$ cat src/die_pkg.sv
package die_pkg;
    // object dictionary indices
    localparam logic [15:0] DIE_IDX_DISABLE = 16'h2010;
    localparam logic [15:0] DIE_IDX_STATE = 16'h6000;
    localparam logic [15:0] DIE_IDX_FILTER = 16'h6003;
    localparam logic [15:0] DIE_IDX_GATE = 16'h6005;
    localparam logic [15:0] DIE_IDX_ANY = 16'h6006;
    localparam logic [15:0] DIE_IDX_RISE = 16'h6007;
    localparam logic [15:0] DIE_IDX_FALL = 16'h6008;
    // subindices
    localparam logic [7:0] DIE_SUB_COUNT = 8'h00;
    localparam logic [7:0] DIE_SUB_FIRST = 8'h01;
    // reset values
    localparam logic [7:0] DIE_RST_DISABLE = 8'h00;
    localparam logic [7:0] DIE_RST_FILTER = 8'h00;
    localparam logic DIE_RST_GATE = 1'b0;
    localparam logic [7:0] DIE_RST_ANY = 8'hFF;
    localparam logic [7:0] DIE_RST_RISE = 8'h00;
    localparam logic [7:0] DIE_RST_FALL = 8'h00;
    // default transmit message
    localparam logic [10:0] DIE_COB_BASE = 11'h180;
    localparam logic [7:0] DIE_MAP_ENTRY_BITS = 8'h08;
endpackage : die_pkg

$ cat src/die_group.sv
`timescale 1ns/100ps
module die_group (
    // clock and reset
    input wire logic clk_i,
    input wire logic rst_b_i,
    // input lines from the pins
    input wire logic [7:0] line_i,
    // configuration
    input wire logic [7:0] disable_mask_i,
    input wire logic filter_en_i,
    input wire logic [7:0] any_mask_i,
    input wire logic [7:0] rise_mask_i,
    input wire logic [7:0] fall_mask_i,
    // results
    output logic [7:0] state_o,
    output logic event_o
);
    typedef struct packed {
        logic [7:0] sync1;
        logic [7:0] sync2;
        logic [7:0] state;
        logic event_hit;
    } die_grp_s;

    die_grp_s s_q;
    die_grp_s s_d;
    logic [7:0] filt;

    always_comb begin
        s_d = s_q;
        s_d.sync1 = line_i;
        s_d.sync2 = s_q.sync1;
        // mask applied only when the group filter is on
        filt = filter_en_i ? (s_q.sync2 & disable_mask_i) : s_q.sync2;
        s_d.state = filt;
        // compare with previous sample
        s_d.event_hit = |(((filt ^ s_q.state) & any_mask_i)
                        | (filt & ~s_q.state & rise_mask_i)
                        | (~filt & s_q.state & fall_mask_i));
    end

    always_ff @(posedge clk_i or negedge rst_b_i) begin
        if (!rst_b_i) begin
            s_q <= '0;
        end else begin
            s_q <= s_d;
        end
    end

    assign state_o = s_q.state;
    assign event_o = s_q.event_hit;
endmodule : die_group

$ cat src/die_top.sv
`timescale 1ns/100ps
module die_top #(
    parameter int NUM_GROUPS = 3
) (
    // clock and reset
    input wire logic clk_i,
    input wire logic rst_b_i,
    // input pins
    input wire logic [NUM_GROUPS*8-1:0] lines_i,
    // node identity, same clock domain
    input wire logic [6:0] node_id_i,
    // object access port
    input wire logic obj_wr_i,
    input wire logic obj_rd_i,
    input wire logic [15:0] obj_index_i,
    input wire logic [7:0] obj_sub_i,
    input wire logic [7:0] obj_wdata_i,
    output logic obj_ack_o,
    output logic obj_err_o,
    output logic [7:0] obj_rdata_o,
    // non-volatile store commands
    input wire logic nv_save_i,
    input wire logic nv_restore_i,
    // transmit message
    output logic tx_valid_o,
    output logic [10:0] tx_cob_id_o,
    output logic [NUM_GROUPS*8-1:0] tx_data_o
);
    localparam logic [7:0] NG8 = 8'(NUM_GROUPS);

    typedef logic [NUM_GROUPS-1:0][7:0] die_bytes_t;

    typedef struct packed {
        die_bytes_t dis;
        die_bytes_t filt;
        die_bytes_t any;
        die_bytes_t rise;
        die_bytes_t fall;
        logic gate;
        die_bytes_t nv_dis;
        die_bytes_t nv_filt;
        die_bytes_t nv_any;
        die_bytes_t nv_rise;
        die_bytes_t nv_fall;
        logic ack;
        logic err;
        logic [7:0] rdata;
        logic tx_valid;
        logic [10:0] cob;
        logic [NUM_GROUPS*8-1:0] data;
    } die_top_s;

    localparam die_bytes_t DIS_RST = {NUM_GROUPS{die_pkg::DIE_RST_DISABLE}};
    localparam die_bytes_t FILT_RST = {NUM_GROUPS{die_pkg::DIE_RST_FILTER}};
    localparam die_bytes_t ANY_RST = {NUM_GROUPS{die_pkg::DIE_RST_ANY}};
    localparam die_bytes_t RISE_RST = {NUM_GROUPS{die_pkg::DIE_RST_RISE}};
    localparam die_bytes_t FALL_RST = {NUM_GROUPS{die_pkg::DIE_RST_FALL}};

    localparam die_top_s TOP_RST = '{
        dis: DIS_RST, filt: FILT_RST, any: ANY_RST, rise: RISE_RST, fall: FALL_RST,
        gate: die_pkg::DIE_RST_GATE,
        nv_dis: DIS_RST, nv_filt: FILT_RST, nv_any: ANY_RST, nv_rise: RISE_RST,
        nv_fall: FALL_RST,
        default: '0
    };

    die_top_s s_q;
    die_top_s s_d;
    die_bytes_t state;
    logic [NUM_GROUPS-1:0] grp_event;
    logic sub_ok;
    logic sub_zero;
    logic [7:0] grp;
    logic any_event;

    genvar g;
    generate
        for (g = 0; g < NUM_GROUPS; g++) begin : g_grp
            die_group u_grp (
                .clk_i(clk_i),
                .rst_b_i(rst_b_i),
                .line_i(lines_i[g*8 +: 8]),
                .disable_mask_i(s_q.dis[g]),
                .filter_en_i(s_q.filt[g] != 8'h00),
                .any_mask_i(s_q.any[g]),
                .rise_mask_i(s_q.rise[g]),
                .fall_mask_i(s_q.fall[g]),
                .state_o(state[g]),
                .event_o(grp_event[g])
            );
        end
    endgenerate

    always_comb begin
        s_d = s_q;
        sub_zero = (obj_sub_i == die_pkg::DIE_SUB_COUNT);
        sub_ok = (obj_sub_i >= die_pkg::DIE_SUB_FIRST) && (obj_sub_i <= NG8);
        grp = obj_sub_i - die_pkg::DIE_SUB_FIRST;
        s_d.ack = obj_wr_i | obj_rd_i;
        s_d.err = 1'b0;
        s_d.rdata = 8'h00;
        if (obj_wr_i) begin
            // unmapped or read-only target answers with err only, no input-side reaction
            if (sub_ok && obj_index_i == die_pkg::DIE_IDX_DISABLE) begin
                s_d.dis[grp] = obj_wdata_i;
            end else if (sub_ok && obj_index_i == die_pkg::DIE_IDX_FILTER) begin
                s_d.filt[grp] = obj_wdata_i;
            end else if (sub_ok && obj_index_i == die_pkg::DIE_IDX_ANY) begin
                s_d.any[grp] = obj_wdata_i;
            end else if (sub_ok && obj_index_i == die_pkg::DIE_IDX_RISE) begin
                s_d.rise[grp] = obj_wdata_i;
            end else if (sub_ok && obj_index_i == die_pkg::DIE_IDX_FALL) begin
                s_d.fall[grp] = obj_wdata_i;
            end else if (sub_zero && obj_index_i == die_pkg::DIE_IDX_GATE) begin
                s_d.gate = obj_wdata_i[0];
            end else begin
                s_d.err = 1'b1;
            end
        end else if (obj_rd_i) begin
            if (sub_zero && obj_index_i != die_pkg::DIE_IDX_GATE) begin
                s_d.rdata = NG8;
                s_d.err = !(obj_index_i == die_pkg::DIE_IDX_STATE
                    || obj_index_i == die_pkg::DIE_IDX_DISABLE
                    || obj_index_i == die_pkg::DIE_IDX_FILTER
                    || obj_index_i == die_pkg::DIE_IDX_ANY
                    || obj_index_i == die_pkg::DIE_IDX_RISE
                    || obj_index_i == die_pkg::DIE_IDX_FALL);
                if (s_d.err) begin
                    s_d.rdata = 8'h00;
                end
            end else if (sub_ok && obj_index_i == die_pkg::DIE_IDX_STATE) begin
                s_d.rdata = state[grp];
            end else if (sub_ok && obj_index_i == die_pkg::DIE_IDX_DISABLE) begin
                s_d.rdata = s_q.dis[grp];
            end else if (sub_ok && obj_index_i == die_pkg::DIE_IDX_FILTER) begin
                s_d.rdata = s_q.filt[grp];
            end else if (sub_ok && obj_index_i == die_pkg::DIE_IDX_ANY) begin
                s_d.rdata = s_q.any[grp];
            end else if (sub_ok && obj_index_i == die_pkg::DIE_IDX_RISE) begin
                s_d.rdata = s_q.rise[grp];
            end else if (sub_ok && obj_index_i == die_pkg::DIE_IDX_FALL) begin
                s_d.rdata = s_q.fall[grp];
            end else if (sub_zero && obj_index_i == die_pkg::DIE_IDX_GATE) begin
                s_d.rdata = {7'h00, s_q.gate};
            end else begin
                s_d.err = 1'b1;
            end
        end
        // save beats restore; restore overrides a same-cycle write to any mask, but not one to the gate
        if (nv_save_i) begin
            s_d.nv_dis = s_q.dis;
            s_d.nv_filt = s_q.filt;
            s_d.nv_any = s_q.any;
            s_d.nv_rise = s_q.rise;
            s_d.nv_fall = s_q.fall;
        end else if (nv_restore_i) begin
            // gate stays as is, it is never stored
            s_d.dis = s_q.nv_dis;
            s_d.filt = s_q.nv_filt;
            s_d.any = s_q.nv_any;
            s_d.rise = s_q.nv_rise;
            s_d.fall = s_q.nv_fall;
        end
        // overlapping trigger masks are tolerated, any one hit fires once
        any_event = s_q.gate & (|grp_event);
        s_d.tx_valid = any_event;
        s_d.cob = die_pkg::DIE_COB_BASE + {4'h0, node_id_i};
        if (any_event) begin
            s_d.data = state;
        end
    end

    always_ff @(posedge clk_i or negedge rst_b_i) begin
        if (!rst_b_i) begin
            s_q <= TOP_RST;
        end else begin
            s_q <= s_d;
        end
    end

    assign obj_ack_o = s_q.ack;
    assign obj_err_o = s_q.err;
    assign obj_rdata_o = s_q.rdata;
    assign tx_valid_o = s_q.tx_valid;
    assign tx_cob_id_o = s_q.cob;
    assign tx_data_o = s_q.data;
endmodule : die_top

$ cat config.mk
export PLATFORM = sky130hd
export DESIGN_NAME = die_top
export DESIGN_NICKNAME = d
export VERILOG_FILES = /design/src/die_pkg.sv /design/src/die_group.sv /design/src/die_top.sv
export SDC_FILE = /design/constraint.sdc
export NUM_CORES = 1
export LEC_CHECK = 0
export ABC_AREA = 1
export ABC_CLOCK_PERIOD_IN_PS = 4200
export BUFFER_PORTS_ARGS = -buffer_cell sky130_fd_sc_hd__buf_2
export CAP_MARGIN = 20
export CORE_MARGIN = 8
export CORE_UTILIZATION = 50
export CTS_CLUSTER_SIZE = 25
export DETAILED_ROUTE_END_ITERATION = 7
export PLACE_DENSITY = 0.78
export SYNTH_ARGS = -nofsm -noshare
export SYNTH_HDL_FRONTEND = slang
export SYNTH_SLANG_ARGS = --single-unit
export TNS_END_PERCENT = 50
$ cat constraint.sdc
create_clock -name clk_i -period 4.2 [get_ports clk_i]
set_input_delay 0.21 -clock clk_i [delete_from_list [all_inputs] [get_ports clk_i]]
set_output_delay 0.21 -clock clk_i [all_outputs]
set_load 0.01 [all_outputs]
After elaboration in Yosys (flattened, before gate mapping)
Cells that the tools add are included.

Register bits after elaboration: 361. Output and inout bits: 46.

Mux-type cells: 55. Add/sub/neg operators: 2. Reduce and logical (&&, ||, !) cells: 25. Eq/ne operators: 8. Magnitude comparators: 4. Bitwise gates (word level): 40.

Operators with widths (count): $mux 120 (2); $and 8x8->8 (18); $mux 8 (17); $mux 121 (1); $bwmux 24 (5); $mux 24 (5); $mux 97 (1); $bmux 8 s2 (6); $eq 16x15->1 const B (6); $mux 73 (1); $mux 49 (1); $not 8->8 (6); $or 8x8->8 (6); $mux 25 (1); $reduce_bool 8->1 (3); $reduce_or 8->1 (3); $xor 8x8->8 (3); $mux 9 (2); $demux 8 s2 (1); $eq 16x14->1 const B (1); $ge 8x1->1 const B (2); $ne 16x15->1 const B (1); $mux 1 (11); $add 9x7->10 const A (1); other kinds (13) (30).

Logic depth before layout (Yosys ltp)
Depth in word-level cells: 14. Depth in mapped cells: 17. Depth with buffers taken out: 15.

Cells and area by module
Synthesis repeated with hierarchy kept, for this count alone.

Cells, all modules: 2611. Area, all modules: 19586.3 um^2.

Modules (own cells, without submodules): die_top (area each 15900.2 um^2, instances 1, cells an instance 2224, seq. area each 7166.9 um^2); die_group (area each 1228.7 um^2, instances 3, cells an instance 129, seq. area each 625.6 um^2).

Worst setup path after synthesis
Ideal clock, no wire load.

Path kind: input to register. From: input obj_sub_i[0]. To: register s_q (netlist bit obj_rdata_o[5]). Buffers on the path: 5. Stages: 16. Setup slack: 1642 ps. Data required time: 4137 ps. Arrival: 2495 ps. Setup time: 63 ps. Cells stage by stage: buf_2 inv_2 clkbuf_1 clkbuf_1 ha_1 clkbuf_1 nor2_2 clkbuf_1 nand2_1 o21ai_0 nand2_1 nand3_1 nand3_1 nand4_1 nand2_1 inv_1.

RTL lines: start: declaration (line die_top.sv:16) `input wire logic [7:0] obj_sub_i,`; end signal: assignment (line die_top.sv:175) `s_q <= TOP_RST;`; end signal: assignment (line die_top.sv:177) `s_q <= s_d;`; end: declaration (line die_top.sv:67) `die_top_s s_q;`.

==> flow_summary.ini <==
[timing]
min_period_ps = 2751
worstMarginPinSlew_ps = 980.9
drv_slew = 0
fmax_mhz = 363.5
setup_viol = 0
tns_ps = 0
max_slew_margin = 0.3392
finalClockSkew_ps = 16.77
fin_crit_sh = 0.6550
hold_violations = 0
rsz0062_at_grt = false

[cts]
cts.sinks = 359
post_cts_buffers = 0
cts_max_level = 2
cts_buffers = 39
cts_buffer_depth = 3
clk_pin_slew_ps = 60
insertion_delay_ps = 550
root_buffer = clkbuf_16
cts_tree = built

[critical_path]
critPathMaxStageDelay_ps = 550
cp_num_buf_inv = 3
crit_type = flop to flop
arrival_ps = 3170
required_ps = 4620
r2r_end = g_grp[2].u_grp.event_o$_DFF_PN0_
slowest_stage = o21ai_0
critPathLaunchType = flop
r2r_start = s_q[260]$_DFF_PN0_
cp_max_fo = 8
ff2ff_path_depth = 12
crit_chain = inv_1, nand4_1, nor4_1, buf_4, o21ai_0, inv_1, ha_1, nand2_1, nand4_1, nor4_1, nand3b_1, or3b_2
rrSetupSlack_ps = 1450
crit_family = simple AND/OR/NAND/NOR gates
endpoint_kind = flop

[power_and_ir_drop]
p_leak_nw = 9.934
p_sw_mw = 3.081
power_frac_comb = 0.177
p_per_area_mw_per_mm2 = 491.5
p_seq_frac = 0.466
p_clk_frac = 0.357
ir_drop_mv = 0.4199
p_int_mw = 6.834
netSwitchingFraction = 0.3108

[die]
dieArea_mm2 = 0.04214
num_io_pins = 115
die_h_um = 205.3
rows = 69
core-area_mm2 = 0.03540
die_x_um = 205.3
start_util = 0.5061

[job]
max_cap_violations = 0

[detailed_routing]
vias = 15300
wl_met1_um = 24110
wl_per_cell_um = 21.40
ant_nets = 0
avgViaCountPerCell = 5.713
drc = 0
highest_layer = met4
wirelength_um = 57320
first_pass_iters = 5
route.met2.wl_um = 25660
route.met3.wl_um = 5411
drtIter0Drc = 1719

[placement]
io_buffer_count = 112
hpwlAfterDp_um = 39710
postPlaceCellArea_mm2 = 0.01854
gp_congestion = 0.9847

[hold_path]
holdCritStartpoint = nv_save_i
hold_class = primary input to flop
min_path_cells = 3
min_to = s_q[89]$_DFFE_PN0P_

[layout]
drive_above_1_share = 0.1479
fill_cells = 3137
nNetsFinal = 2310
syn2layout_area_growth_pct = 12.61
final_area_mm2 = 0.02017
antenna_cells = 0

[synthesis]
synth_top_family_by_area = simple AND/OR/NAND/NOR gates
synth-main-ff-cell = dfrtp_1
ys_seq_area_frac = 0.5048
ys_seq_elements = 359
synth_top_area_share = 0.4344
synthAdderAreaFrac = 0.03632
netlist_instances = 2129
yosysWarnings = 0
yosysMostFrequentCell = nand2_1
synth_cell_types = 48
synth-edff-count = 0
postSynthAreaPerCell_um2 = 8.415
synth_area_leaders = dfrtp_1 (43%), nand2_1 (10%), dfstp_2 (7.0%), inv_1 (6.4%), o21ai_0 (5.4%)
synth_async_sr_flop_share = 1.000
synth_simple_gate_area_frac = 0.2202
synthXorXnorAreaFrac = 0
synth_top_area_cell = dfrtp_1
synth_compound_area_frac = 0.1096
syn-cell-area_mm2 = 0.01791
synthMuxAreaShare = 0.01760
synthTopCellsByCount = nand2_1 (476), dfrtp_1 (311), inv_1 (305), o21ai_0 (192), nand3_1 (141)

[grt]
grt_first_pass_wirelength_um = 88240
grt_usage = 0.2711
grt_pass1_vias = 14760
grt_start_max_net_pins = 105
grt_overflow_total = 0
antenna_found_initial = 1

[status]
status = finished clean
-- sequential cells by signal (all words and copies together), names as in the netlist --
signal	cells
obj_ack_o	1
g_grp.u_grp.state_o	24
obj_err_o	1
g_grp.u_grp.s_d	24
g_grp.u_grp.event_o	3
tx_valid_o	1
obj_rdata_o	8
g_grp.u_grp.s_q	24
tx_cob_id_o	8
tx_data_o	24
s_q	241
-- worst max-delay path by stage --
| stage | from | to | slack, ps | cells past startpoint |
|---|---|---|---|---|
| 2_1_floorplan | obj_sub_i[0] | obj_rdata_o[5]$_DFF_PN0_ | 1640 | 16 |
| 3_3_place_gp | obj_sub_i[0] | s_q[259]$_DFF_PN0_ | 1390 | 11 |
| 3_5_place_dp | obj_sub_i[0] | s_q[258]$_DFF_PN0_ | 1240 | 13 |
| 4_1_cts | s_q[260]$_DFF_PN0_ | g_grp[2].u_grp.event_o$_DFF_PN0_ | 1470 | 12 |
| 5_1_grt | s_q[260]$_DFF_PN0_ | g_grp[2].u_grp.event_o$_DFF_PN0_ | 1210 | 12 |
| 6_report | s_q[260]$_DFF_PN0_ | g_grp[2].u_grp.event_o$_DFF_PN0_ | 1450 | 12 |
-- power groups by stage --
stage	Clock, mW	Sequential (mW)	Combinational [mW]
after floorplan	0	4.44	1.20
after global placement	0	4.63	1.64
after detailed placement	0	4.66	1.70
after CTS	3.59	4.61	1.74
after global routing	3.73	4.68	1.99
final	3.54	4.62	1.76
-- worst register-to-register path: stages, from the launching register on --
cell      delay, ps
dfrtp_1         340
inv_1            90
nand4_1         110
nor4_1           60
buf_4           170
o21ai_0         550
inv_1           150
ha_1            230
nand2_1          50
nand4_1          90
nor4_1          230
nand3b_1        110
or3b_2          440
-- cells in the final DEF, fill, tap and decap left out, drive strengths merged, types with 2 or more instances in the layout --
master | netlist | routed
clkinv | 1 | 8
o221ai | 2 | 2
dfrtp | 311 | 311
o211ai | 10 | 10
o221a | 2 | 2
nor3 | 5 | 5
inv | 313 | 317
nand2 | 483 | 483
a21oi | 76 | 76
a221oi | 7 | 7
nand3b | 2 | 2
buf | 83 | 134
nor2 | 118 | 118
bufinv | 0 | 5
dfstp | 48 | 48
nand3 | 156 | 156
dlygate4sd3 | 0 | 33
ha | 52 | 52
o2111ai | 7 | 7
clkinvlp | 0 | 3
nor4 | 4 | 4
nand4 | 87 | 87
clkbuf | 66 | 50
conb | 2 | 3
o31ai | 2 | 2
o22ai | 9 | 9
o21ai | 241 | 241
a31oi | 7 | 7
mux2 | 28 | 28
-- metal layers --
metal / GRT usage / up-vias
li1: - / 6974
met1: 0.3774 / 7401
met2: 0.4175 / 781
met3: 0.05400 / 143
met4: 0.09701 / 0
met5: 0 / -
-- cells by family (layout without fill, tap and decap cells) --
family          after synthesis  count (layout)
simple gates                859             859
buf+inv                     463             550
compound gates              366             366
flops                       359             359
fa+ha+maj                    52              52
mux                          28              28
other cells                   2               3
-- what timing repair did --
item	in CTS	in global routing
hold endpoints to repair	107	0
hold buffers	33	0
gates resized for setup	0	0
-- layout make-up --
cell class,count,area [um^2],area share
clock buffers,50,1047,0.05191
clock inverters,19,254.0,0.01259
inverters,314,1184,0.05867
multi-input cells,1308,6922,0.3431
flip-flops and latches,359,9044,0.4483
well taps,461,576.8,0.02859
repair buffers,167,1147,0.05687
-- metrics by stage --
| step | power (mW) | hold WS (ps) | utilization | std cells | worst slack (ps) |
|---|---|---|---|---|---|
| 2_1_floorplan | 5.635 | -85.59 | - | 2130 | 1642 |
| 3_3_place_gp | 6.272 | 276.2 | 0.5239 | 2576 | 1390 |
| 3_5_place_dp | 6.365 | 281.8 | 0.5239 | 2576 | 1244 |
| 4_1_cts | 9.936 | 69.04 | 0.5700 | 2678 | 1471 |
| 5_1_grt | 10.39 | 93.34 | 0.5700 | 2678 | 1205 |
| 6_report | 9.916 | 86.86 | 0.5700 | 2678 | 1449 |
No activity file was read; power rests on OpenSTA's default activity.
